**src/msr_defines.vh**
```
/*
 Constants for the master/slave redundancy control block: register offsets,
 field positions, reset values and the priority figures forced by the select pin.
 Assumes inclusion by bare name from the design file.
*/
`ifndef MSR_DEFINES_VH
`define MSR_DEFINES_VH

`define ADDR_LOCAL_VALID_LOW 8'h0e
`define ADDR_LOCAL_VALID_HIGH 8'h0f
`define ADDR_PRIO_FIRST 8'h18
`define ADDR_PRIO_LAST 8'h1e
`define ADDR_REMOTE_VALID_LOW 8'h30
`define ADDR_REMOTE_VALID_HIGH 8'h31
`define ADDR_AUX_PRIO_FIRST 8'h40
`define ADDR_AUX_PRIO_LAST 8'h46
`define ADDR_MODE_CTRL 8'h48
`define ADDR_STATUS 8'h49
`define ADDR_SYNC_CTRL 8'h4a
`define ADDR_EFFECTIVE 8'h4b

`define PRIO_XC_INDEX 3'h5
`define PRIO_FORCED 4'h1
`define PRIO_OFF 4'h0

`define MODE_PBO_BIT 2
`define MODE_PBO_ALT_BIT 4
`define MODE_REVERT_BIT 0
`define MODE_BW_AUTO_BIT 1
`define MODE_BW_ACQ_BIT 3
`define MODE_RESET 8'h01

`define SYNC_EXT_EN_BIT 0
`define SYNC_RESET 8'h00

`define PRIO_RESET 8'h00
`define VALID_RESET 8'h00
`define SYNC_PERIOD 16'h0c7f
`define LOCK_DELAY_CYCLES 8'h0f
`endif

```
**src/msr_ctrl.v**
```verilog
/*
 Master/slave redundancy control: register file, select-pin overrides of
 priority, phase rebuild, revertive and bandwidth settings, merged source
 validity and frame realignment from a sampled external sync.
 Assumes a same-clock register master and asynchronous pins/clocks at the edge.
*/
// The plain strobed port was left to the implementer.
// How it works
// - Master: cross-connect input eleven priority follows its register; zero disables it.
// - Master: phase rebuild, revertive and bandwidth follow registers, auto or manual.
// - Slave: main-path cross-connect input eleven forced to priority 1.
// - Slave: phase rebuild forced off.
// - Slave: revertive mode forced on.
// - Slave: main-path bandwidth forced to acquisition setting.
// - Overridden settings stay software controllable; pin gives hardware control.
// - Sources flagged invalid remotely are treated invalid alongside local monitoring.
// - Main and auxiliary paths keep separate priority tables.
// - Phase rebuild off and locked: output at f is in phase with reference.
// - Faster outputs falling-edge aligned to f; slower ones divide f.
// - Auxiliary outputs relate only to auxiliary input unless locked to main.
// - Cross-connect at 19.44 MHz aligns that rate and multiples only.
// - Locking to multiframe sync aligns all; frame sync aligns all but 2 kHz.
// - External sync is sampled by reference clock, only realigns dividers.
// - Output phase offset applies in master mode only when both rebuild bits are off, and always in slave mode.
`timescale 1ns/1ps
`default_nettype none
`include "msr_defines.vh"
module msr_ctrl #(
    parameter NSRC = 14,
    parameter NPRIO = 7,
    parameter DIV_MAX = `SYNC_PERIOD
) (
    input wire ref_clk,
    input wire rst_n,
    input wire [7:0] addr,
    input wire [7:0] wdata,
    input wire wr_stb,
    input wire rd_stb,
    output reg [7:0] rdata,
    input wire master_slave_select_pin,
    input wire [NSRC-1:0] local_source_ok,
    input wire ref_lock,
    input wire aux_locked_to_main,
    input wire reference_clock,
    input wire external_sync_input,
    output reg [NSRC-1:0] source_valid,
    output reg [3:0] main_xc_priority,
    output reg [3:0] aux_xc_priority,
    output reg phase_rebuild_en,
    output reg revertive_en,
    output reg bw_use_acq,
    output reg phase_offset_en,
    output reg frame_realign,
    output reg multiframe_sync_output,
    output reg frame_sync_output
);
    // Stored registers; the pin never touches these
    reg [7:0] prio_q [0:NPRIO-1];
    reg [7:0] aux_prio_q [0:NPRIO-1];
    reg [7:0] remote_lo_q;
    reg [7:0] remote_hi_q;
    reg [7:0] mode_q;
    reg [7:0] sync_ctrl_q;
    reg [1:0] sel_sync_q;
    reg [NSRC-1:0] src_meta_q;
    reg [NSRC-1:0] src_sync_q;
    reg [1:0] lock_sync_q;
    reg [1:0] aux_lock_sync_q;
    reg [1:0] rclk_sync_q;
    reg [1:0] xsync_sync_q;
    reg rclk_prev_q;
    reg xs_sampled_q;
    reg xs_prev_q;
    reg [15:0] div_q;
    reg [1:0] mf_q;
    reg [7:0] lock_cnt_q;
    wire is_master;
    wire rclk_rise;
    wire xs_fall;
    wire [2:0] pidx;
    wire [2:0] aidx;
    wire [NSRC-1:0] remote_valid;
    wire [15:0] remote_word;
    wire [15:0] local_word;
    wire [NSRC-1:0] merged_valid;
    wire bw_acq_prog;
    wire [7:0] prio_off;
    wire [7:0] aux_off;
    wire in_prio;
    wire in_aux;
    wire rebuild_prog;
    wire [7:0] status_word;
    wire [7:0] effective_word;
    integer i;
    genvar g;

    assign is_master = sel_sync_q[1];
    // Offsets are formed at full width and then cut, so a table base need not be aligned
    assign prio_off = addr - `ADDR_PRIO_FIRST;
    assign aux_off = addr - `ADDR_AUX_PRIO_FIRST;
    assign pidx = prio_off[2:0];
    assign aidx = aux_off[2:0];
    assign in_prio = (addr >= `ADDR_PRIO_FIRST) && (addr <= `ADDR_PRIO_LAST);
    assign in_aux = (addr >= `ADDR_AUX_PRIO_FIRST) && (addr <= `ADDR_AUX_PRIO_LAST);
    assign remote_word = {remote_hi_q, remote_lo_q};
    assign remote_valid = remote_word[NSRC-1:0];
    // Unused upper source positions read back as zero
    assign local_word = {{(16-NSRC){1'b0}}, src_sync_q};
    // Either rebuild control bit turns phase rebuild on in master mode
    assign rebuild_prog = mode_q[`MODE_PBO_BIT] | mode_q[`MODE_PBO_ALT_BIT];
    assign status_word = {4'h0, aux_lock_sync_q[1], lock_sync_q[1], 1'b0, is_master};
    assign effective_word = {main_xc_priority, bw_use_acq, revertive_en, phase_offset_en, phase_rebuild_en};

    // Per source: the remote flag can only withdraw a source, never add one
    generate
        for (g = 0; g < NSRC; g = g + 1) begin : valid_bit
            assign merged_valid[g] = src_sync_q[g] & remote_valid[g];
        end
    endgenerate

    assign rclk_rise = rclk_sync_q[1] & ~rclk_prev_q;
    assign xs_fall = xs_prev_q & ~xs_sampled_q;
    // Auto picks acquisition until lock has held a while, manual uses the bit
    assign bw_acq_prog = mode_q[`MODE_BW_AUTO_BIT] ? (lock_cnt_q != `LOCK_DELAY_CYCLES)
                                                   : mode_q[`MODE_BW_ACQ_BIT];

    // Two flip-flops on everything from outside the ref_clk domain
    // Select pin: the device counts as slave until the pin has been seen high
    always @(posedge ref_clk or negedge rst_n) begin
        if (!rst_n) begin
            sel_sync_q <= 2'h0;
        end else begin
            sel_sync_q <= {sel_sync_q[0], master_slave_select_pin};
        end
    end

    // Local source monitors
    always @(posedge ref_clk or negedge rst_n) begin
        if (!rst_n) begin
            src_meta_q <= {NSRC{1'b0}};
            src_sync_q <= {NSRC{1'b0}};
        end else begin
            src_meta_q <= local_source_ok;
            src_sync_q <= src_meta_q;
        end
    end

    // Lock status of both paths
    always @(posedge ref_clk or negedge rst_n) begin
        if (!rst_n) begin
            lock_sync_q <= 2'h0;
            aux_lock_sync_q <= 2'h0;
        end else begin
            lock_sync_q <= {lock_sync_q[0], ref_lock};
            aux_lock_sync_q <= {aux_lock_sync_q[0], aux_locked_to_main};
        end
    end

    // Sync starts at its idle high level so no false fall follows reset
    always @(posedge ref_clk or negedge rst_n) begin
        if (!rst_n) begin
            rclk_sync_q <= 2'h0;
            xsync_sync_q <= 2'h3;
        end else begin
            rclk_sync_q <= {rclk_sync_q[0], reference_clock};
            xsync_sync_q <= {xsync_sync_q[0], external_sync_input};
        end
    end

    always @(posedge ref_clk or negedge rst_n) begin
        if (!rst_n) begin
            for (i = 0; i < NPRIO; i = i + 1) begin
                prio_q[i] <= `PRIO_RESET;
                aux_prio_q[i] <= `PRIO_RESET;
            end
            remote_lo_q <= `VALID_RESET;
            remote_hi_q <= `VALID_RESET;
            mode_q <= `MODE_RESET;
            sync_ctrl_q <= `SYNC_RESET;
        end else if (wr_stb) begin
            // Software keeps full control of stored values in either pin state
            // Local valid registers have no write path: they mirror the monitors
            if (in_prio) begin
                prio_q[pidx] <= wdata;
            end
            if (in_aux) begin
                aux_prio_q[aidx] <= wdata;
            end
            if (addr == `ADDR_REMOTE_VALID_LOW) begin
                remote_lo_q <= wdata;
            end
            if (addr == `ADDR_REMOTE_VALID_HIGH) begin
                remote_hi_q <= wdata;
            end
            if (addr == `ADDR_MODE_CTRL) begin
                mode_q <= wdata;
            end
            if (addr == `ADDR_SYNC_CTRL) begin
                sync_ctrl_q <= wdata;
            end
        end
    end

    // Lock qualification for automatic bandwidth selection
    always @(posedge ref_clk or negedge rst_n) begin
        if (!rst_n) begin
            lock_cnt_q <= 8'h00;
        end else if (!lock_sync_q[1]) begin
            lock_cnt_q <= 8'h00;
        end else if (lock_cnt_q != `LOCK_DELAY_CYCLES) begin
            lock_cnt_q <= lock_cnt_q + 8'h01;
        end
    end

    // Effective settings: the pin overrides the main-path settings here, not source_valid, aux_xc_priority or the registers
    always @(posedge ref_clk or negedge rst_n) begin
        if (!rst_n) begin
            source_valid <= {NSRC{1'b0}};
        end else begin
            source_valid <= merged_valid;
        end
    end

    // The aux table has no pin override, so the aux path may drop the partner input
    always @(posedge ref_clk or negedge rst_n) begin
        if (!rst_n) begin
            aux_xc_priority <= `PRIO_OFF;
        end else begin
            aux_xc_priority <= aux_prio_q[`PRIO_XC_INDEX][3:0];
        end
    end

    always @(posedge ref_clk or negedge rst_n) begin
        if (!rst_n) begin
            main_xc_priority <= `PRIO_OFF;
        end else if (is_master) begin
            main_xc_priority <= prio_q[`PRIO_XC_INDEX][3:0];
        end else begin
            main_xc_priority <= `PRIO_FORCED;
        end
    end

    always @(posedge ref_clk or negedge rst_n) begin
        if (!rst_n) begin
            phase_rebuild_en <= 1'b0;
        end else if (is_master) begin
            phase_rebuild_en <= rebuild_prog;
        end else begin
            phase_rebuild_en <= 1'b0;
        end
    end

    always @(posedge ref_clk or negedge rst_n) begin
        if (!rst_n) begin
            revertive_en <= 1'b0;
        end else if (is_master) begin
            revertive_en <= mode_q[`MODE_REVERT_BIT];
        end else begin
            revertive_en <= 1'b1;
        end
    end

    // A slave must track its master closely, so acquisition bandwidth is forced there
    always @(posedge ref_clk or negedge rst_n) begin
        if (!rst_n) begin
            bw_use_acq <= 1'b1;
        end else if (is_master) begin
            bw_use_acq <= bw_acq_prog;
        end else begin
            bw_use_acq <= 1'b1;
        end
    end

    // An offset is usable only while rebuild cannot move the phase on its own
    always @(posedge ref_clk or negedge rst_n) begin
        if (!rst_n) begin
            phase_offset_en <= 1'b0;
        end else if (is_master) begin
            phase_offset_en <= ~rebuild_prog;
        end else begin
            phase_offset_en <= 1'b1;
        end
    end

    // External sync is sampled on reference rises, never locked to
    always @(posedge ref_clk or negedge rst_n) begin
        if (!rst_n) begin
            rclk_prev_q <= 1'b0;
            xs_sampled_q <= 1'b1;
            xs_prev_q <= 1'b1;
        end else begin
            rclk_prev_q <= rclk_sync_q[1];
            if (rclk_rise) begin
                xs_sampled_q <= xsync_sync_q[1];
                xs_prev_q <= xs_sampled_q;
            end
        end
    end

    // Frame dividers count reference rises; slower syncs are divisions of f
    always @(posedge ref_clk or negedge rst_n) begin
        if (!rst_n) begin
            div_q <= 16'h0000;
            mf_q <= 2'h0;
            frame_realign <= 1'b0;
            frame_sync_output <= 1'b1;
            multiframe_sync_output <= 1'b1;
        end else begin
            frame_realign <= 1'b0;
            if (rclk_rise) begin
                if (sync_ctrl_q[`SYNC_EXT_EN_BIT] && xs_fall) begin
                    // Only the falling edge realigns; the lock path is untouched
                    div_q <= 16'h0000;
                    mf_q <= 2'h0;
                    frame_realign <= 1'b1;
                end else if (div_q == DIV_MAX) begin
                    div_q <= 16'h0000;
                    mf_q <= mf_q + 2'h1;
                end else begin
                    div_q <= div_q + 16'h0001;
                end
                // Falling edges of both syncs come one reference rise after a divider wrap
                // Only the reference rate lines up across a pair; divided rates need a sync
                frame_sync_output <= (div_q >= (DIV_MAX >> 1));
                multiframe_sync_output <= (mf_q[1] == 1'b1);
            end
        end
    end

    // Read data stand one cycle and then drop to zero
    always @(posedge ref_clk or negedge rst_n) begin
        if (!rst_n) begin
            rdata <= 8'h00;
        end else if (!rd_stb) begin
            rdata <= 8'h00;
        end else if (in_prio) begin
            rdata <= prio_q[pidx];
        end else if (in_aux) begin
            rdata <= aux_prio_q[aidx];
        end else begin
            case (addr)
                `ADDR_LOCAL_VALID_LOW: begin
                    rdata <= local_word[7:0];
                end
                `ADDR_LOCAL_VALID_HIGH: begin
                    rdata <= local_word[15:8];
                end
                `ADDR_REMOTE_VALID_LOW: begin
                    rdata <= remote_lo_q;
                end
                `ADDR_REMOTE_VALID_HIGH: begin
                    rdata <= remote_hi_q;
                end
                `ADDR_MODE_CTRL: begin
                    rdata <= mode_q;
                end
                `ADDR_SYNC_CTRL: begin
                    rdata <= sync_ctrl_q;
                end
                `ADDR_STATUS: begin
                    rdata <= status_word;
                end
                `ADDR_EFFECTIVE: begin
                    rdata <= effective_word;
                end
                default: begin
                    rdata <= 8'h00;
                end
            endcase
        end
    end
endmodule
`default_nettype wire

```
**config.mk**
```make
export PLATFORM = sky130hd
export DESIGN_NAME = msr_ctrl
export DESIGN_NICKNAME = d
export VERILOG_FILES = /design/src/msr_ctrl.v
export VERILOG_INCLUDE_DIRS = /design/src
export SDC_FILE = /design/constraint.sdc
export NUM_CORES = 1
export LEC_CHECK = 0
export BUFFER_PORTS_ARGS = -buffer_cell sky130_fd_sc_hd__buf_2
export CORE_ASPECT_RATIO = 0.75
export CORE_MARGIN = 2
export CORE_UTILIZATION = 54
export CTS_BUF_LIST = sky130_fd_sc_hd__clkbuf_16
export DETAILED_ROUTE_END_ITERATION = 12
export PLACE_DENSITY = 0.79
export REMOVE_ABC_BUFFERS = 1
export SLEW_MARGIN = 5
export SYNTH_ARGS = -nofsm -noshare
export SYNTH_HDL_FRONTEND = slang
export SYNTH_SLANG_ARGS = --single-unit
```
**constraint.sdc**
```tcl
create_clock -name ref_clk -period 1.9 [get_ports ref_clk]
set_input_delay 0.095 -clock ref_clk [delete_from_list [all_inputs] [get_ports ref_clk]]
set_output_delay 0.095 -clock ref_clk [all_outputs]
set_load 0.1 [all_outputs]
```
* Word level (Yosys, flattened, before mapping)
Cells that the tools add are included.
** Cells by class
- Add/subtract/negate cells :: 5
- $lt $le $gt $ge :: 9
- Equality and inequality tests :: 11
- Mux-type cells :: 30
- Bitwise operators :: 22
- Reductions and logical operators :: 13
** Operator list (number)
- bitwise mux 56 bit :: 2
- two-way mux 8 bit :: 11
- one-hot mux 8 bit (8 select lines) :: 1
- binary-select mux 8 bit (select 3 bit) :: 2
- demux 8 bit (select 3 bit) :: 2
- == test 8 x 7 -> 1 bit (second input constant) :: 4
- two-way mux 16 bit :: 2
- adder 16 x 1 -> 16 bit (second input constant) :: 1
- AND 1 bit :: 16
- == test 16 x 12 -> 1 bit (second input constant) :: 1
- == test 8 x 4 -> 1 bit (second input constant) :: 2
- == test 8 x 6 -> 1 bit (second input constant) :: 2
- greater-or-equal comparator 16 x 11 -> 1 bit (second input constant) :: 1
- AND reduction 2 bit :: 7
- adder 8 x 1 -> 8 bit (second input constant) :: 1
- greater-or-equal comparator 4 bit (second input constant) :: 2
- greater-or-equal comparator 8 x 5 -> 1 bit (second input constant) :: 1
- greater-or-equal comparator 8 x 7 -> 1 bit (second input constant) :: 1
- <= comparator 8 x 5 -> 1 bit (second input constant) :: 1
- <= comparator 8 x 7 -> 1 bit (second input constant) :: 1
- < comparator 4 x 1 -> 1 bit (second input constant) :: 2
- != test 8 x 4 -> 1 bit (second input constant) :: 1
- NOT 3 -> 4 bit :: 2
- two-way mux 1 bit :: 7
- 9 further kinds :: 17
** Word-level totals
- Bits in registers :: 248
- Input bits :: 39
- Output and inout port bits :: 37
- Word-level logic and storage cells :: 132

* Longest topological paths before layout
- Word-level depth :: 8
- Depth in mapped cells :: 8

* Worst setup path before layout
No wires, ideal clock.
- Path kind :: flip-flop to flip-flop
- Start point :: register main_xc_priority[2]
- End point :: register rdata[6]
- Library setup time :: 0.123 ns
- Arrival :: 1.865 ns
- Required time :: 1.777 ns
- Setup slack :: -0.087 ns
- Stages on the path, launching flop included :: 6
- Path buffers :: 0
- Period minus slack after synthesis :: 1.987 ns
- Path through :: dfrtp_1 mux2_2 a22oi_1 o22ai_1 a211o_1 o221a_2
** On the way
- Cells in the longest elaborated chain, start to end :: 4
** RTL lines
- start: declaration :: RTL line msr_ctrl.v:47 : output reg [3:0] main_xc_priority,
- start signal: assignment :: RTL line msr_ctrl.v:235 : main_xc_priority <= `PRIO_OFF;
- start signal: assignment :: RTL line msr_ctrl.v:237 : main_xc_priority <= prio_q[`PRIO_XC_INDEX][3:0];
- start signal: assignment :: RTL line msr_ctrl.v:239 : main_xc_priority <= `PRIO_FORCED;
- one-hot mux 8 bit (8 select lines) :: RTL line msr_ctrl.v:341 : case (addr)
- two-way mux 8 bit :: RTL line msr_ctrl.v:338 : end else if (in_aux) begin
- two-way mux 8 bit :: RTL line msr_ctrl.v:336 : end else if (in_prio) begin
- two-way mux 8 bit :: RTL line msr_ctrl.v:334 : end else if (!rd_stb) begin
- end signal: assignment :: RTL line msr_ctrl.v:337 : rdata <= prio_q[pidx];
- end signal: assignment :: RTL line msr_ctrl.v:339 : rdata <= aux_prio_q[aidx];
- end signal: assignment :: RTL line msr_ctrl.v:343 : rdata <= local_word[7:0];
- end: declaration :: RTL line msr_ctrl.v:39 : output reg [7:0] rdata,
No other way between the ends.
A chain may end at the register's enable or synchronous reset.

* Worst setup path after layout
- Start point :: register div_q[7]
- End point :: register mf_q[0]
** On the way
- Cells in the longest elaborated chain, start to end :: 3
** RTL lines
- start: declaration :: RTL line msr_ctrl.v:74 : reg [15:0] div_q;
- start signal: assignment :: RTL line msr_ctrl.v:320 : div_q <= div_q + 16'h0001;
- == test 16 x 12 -> 1 bit :: RTL line msr_ctrl.v:316 : end else if (div_q == DIV_MAX) begin
- nonzero test 2 bit (no source line)
- AND reduction 2 bit (no source line)
- end signal: assignment :: RTL line msr_ctrl.v:318 : mf_q <= mf_q + 2'h1;
- end: declaration :: RTL line msr_ctrl.v:75 : reg [1:0] mf_q;
No other way between the ends.

==> results.sh <==
export IMPL_crit_buf_inv=0
export IMPL_p_leak_uw=0.00618
export IMPL_hold_class="in -> async"
export IMPL_fmax_ghz=0.561
export IMPL_pwr_share_seq=0.502
export IMPL_wl_per_cell_um=21.3
export IMPL_synth_top_cell_area_share=0.554
export IMPL_pwr_share_comb=0.096
export IMPL_hpwl_mm=16.9
export IMPL_synth_cells=785
export IMPL_portBuffers=75
export IMPL_track_usage=0.243
export IMPL_final_common_cell="dfrtp_1"
export IMPL_synth_edff_count=0
export IMPL_start_kind="flip-flop"
export IMPL_cts_buffers=23
export IMPL_fin_crit_sh=0.939
export IMPL_multi_input_area_um2=4340
export IMPL_grt_pass1_vias=7250
export IMPL_synth_area_leaders="dfrtp_1 (55%), mux2_2 (15%), mux4_2 (3.5%), mux2i_1 (2.8%), dfstp_2 (1.9%)"
export IMPL_internal_power_uw=8590
export IMPL_slew_limit_headroom=0.625
export IMPL_finalWirelength_mm=25.1
export IMPL_dieArea_um2=21200
export IMPL_power_density_nw_per_um2=899
export IMPL_crit_path_max_fanout=8
export IMPL_coreArea_um2=19500
export IMPL_reg2reg_depth=5
export IMPL_vias=6919
export IMPL_ys_seq_area_frac=0.574
export IMPL_synth_largest_area_cell="dfrtp_1"
export IMPL_yosys_most_used_dff="dfrtp_1"
export IMPL_htree_levels=1
export IMPL_synthArstFlopShare=1.00
export IMPL_fin_skew_ns=0.0261
export IMPL_synth_seq_cells=248
export IMPL_setup_slack_ns=0.117
export IMPL_clock_path_buffers=3
export IMPL_r2r_end="mf_q[0]"
export IMPL_cap_violations=0
export IMPL_final_min_clock_period_ns=1.78
export IMPL_drt_iter0_drc=591
export IMPL_cp_slowest_cell="dfrtp_1"
export IMPL_slew_violations=0
export IMPL_power_switching_uw=2810
export IMPL_die_h_um=127
export IMPL_required_ns=2.29
export IMPL_crit_cells=5
export IMPL_dp_slack_ns=-0.00317
export IMPL_antenna_found_initial=1
export IMPL_switching_share=0.246
export IMPL_placedInstanceArea_um2=11700
export IMPL_violations="design-rule violations"
export IMPL_mostFrequentLayoutCells="dfrtp_1 (240), mux2_2 (147), buf_2 (73)"
export IMPL_cp_end_kind="flip-flop"
export IMPL_syn_area_per_cell_um2=13.8
export IMPL_worst_pin_slew_ns=0.562
export IMPL_final_hold_viol_count=0
export IMPL_gr_total_overflow=0
export IMPL_post_route_util=0.650
export IMPL_whs_ns=0.0979
export IMPL_finalSetupViolCount=0
export IMPL_use_met1=0.358
export IMPL_io_pin_count=76
export IMPL_ys_warnings_count=0
export IMPL_clkLatencyLatePin_ns=0.52
export IMPL_cts_tree="done"
export IMPL_rows=44
export IMPL_path_delay_family="simple AND/OR/NAND/NOR gates"
export IMPL_ys_types=76
export IMPL_ir_worst_vdd_uv=543
export IMPL_dr_pass1_iters=9
export IMPL_finish_instance_area_um2=12700
export IMPL_critical_path_class="reg -> reg"
export IMPL_cts_setup_buffers=0
export IMPL_clockRootBuffer="clkbuf_16"
export IMPL_syn_to_final_growth_pct=17.0
export IMPL_grt_pass1_wl_mm=40.4
export IMPL_place_congestion=0.881
export IMPL_nFillCells=1444
export IMPL_nets=951
export IMPL_r2r_start="div_q[7]"
export IMPL_cp_cell_sequence="nand4bb_1 > nor4_4 > a21oi_4 > nor2_4 > mux2_2"
export IMPL_ant_nets=0
export IMPL_r2r_setup_slack_ns=0.12
export IMPL_clk_pin_slew_worst_paths_ns=0.06
export IMPL_vias_per_cell=5.86
export IMPL_crit_arrival_ns=2.17
export IMPL_die_width_um=168
export IMPL_max_stage_delay_ns=0.44
export IMPL_drive_above_1_share=0.391
export IMPL_status="complete, but fails checks"
export IMPL_use_met3=0.0374
export IMPL_grt_util_met2=0.381
export IMPL_syn_area_um2=10800
export IMPL_ff_latch_area_um2=6220
export IMPL_clock_sinks=248
export IMPL_grt_max_degree=57
export IMPL_start_util=0.556
export IMPL_drc=8
export IMPL_clockPowerShare=0.402
export IMPL_top_usage_layer="met2"
-- how the worst max path moves through the flow --
stage / startpoint / end
floorplan: main_xc_priority[2] / rdata[6]
global placement: addr[0] / rdata[3]
detailed placement: addr[0] / rdata[3]
CTS: div_q[0] / div_q[10]
global route: div_q[0] / div_q[10]
finish: div_q[7] / mf_q[0]
-- sequential cells by signal (all words and copies together) (netlist names), 14 cells and up --
signal,count
src_sync_q,14
div_q,16
src_meta_q,14
prio_q,56
aux_prio_q,56
source_valid,14
-- metrics by stage --
stage          setup TNS (ns)  total power [uW]  std cells
6_report                    0             11400       1181
4_1_cts                     0             11500       1180
3_5_place_dp         -0.00317              6870       1117
5_1_grt              -0.00373             11800       1181
3_3_place_gp                0              6840       1117
2_1_floorplan         -0.0872              6340        741
-- kinds of logic (layout without fill, tap and decap cells) --
logic type,after synthesis,in the layout,share of synthesized area
buf+inv,48,190,0.0259
flops,248,248,0.574
xor+xnor,8,8,0.00647
fa+ha+maj,2,2,0.00231
mux,202,202,0.227
other cells,0,1,0
simple gates,183,183,0.102
compound gates,94,94,0.0626
-- cell usage after synthesis (8+ instances only) --
cell type and instances:
nor2b_1 10, dfrtp_1 240, dfstp_2 8, o21ai_0 17
nand4_1 8, clkbuf_1 16, mux4_2 17, and3_1 8
buf_2 14, mux2_2 147, a21oi_1 12, mux2i_1 30
mux2_4 8, nor2_1 25, nand3_1 21, o211ai_1 15
and2_1 24, nand2_1 43
-- repair_timing --
item | 4_1_cts | 5_1_grt
endpoints found under the hold margin | 268 | 0
setup endpoints to repair | 0 | 8
hold buffers | 21 | 0
gates resized for setup | 0 | 3
-- final cells by class --
class	instances	share of cell area
flip-flops and latches	248	0.491
multi-input cells	489	0.343
repair buffers	144	0.0816
clock buffers	23	0.0454
well taps	253	0.0250
clock inverters	19	0.0135
inverters	4	0.00118
diodes	1	0.000197
-- metal layers --
layer / share of wire / vias to the layer above / wire length, um
li1: - / 3125 / -
met1: 0.47 / 3542 / 11800
met2: 0.45 / 203 / 11300
met3: 0.055 / 49 / 1390
met4: 0.025 / 0 / 621
met5: 0 / - / 0
-- power by group through the flow --
stage               combinational, uW  clock [uW]  sequential [uW]
floorplan                         401           0             5940
global placement                 1040           0             5800
detailed placement               1060           0             5810
CTS                              1100        4660             5720
global route                     1180        4890             5750
finish                           1090        4590             5720
(Power assumes the default switching activity.)
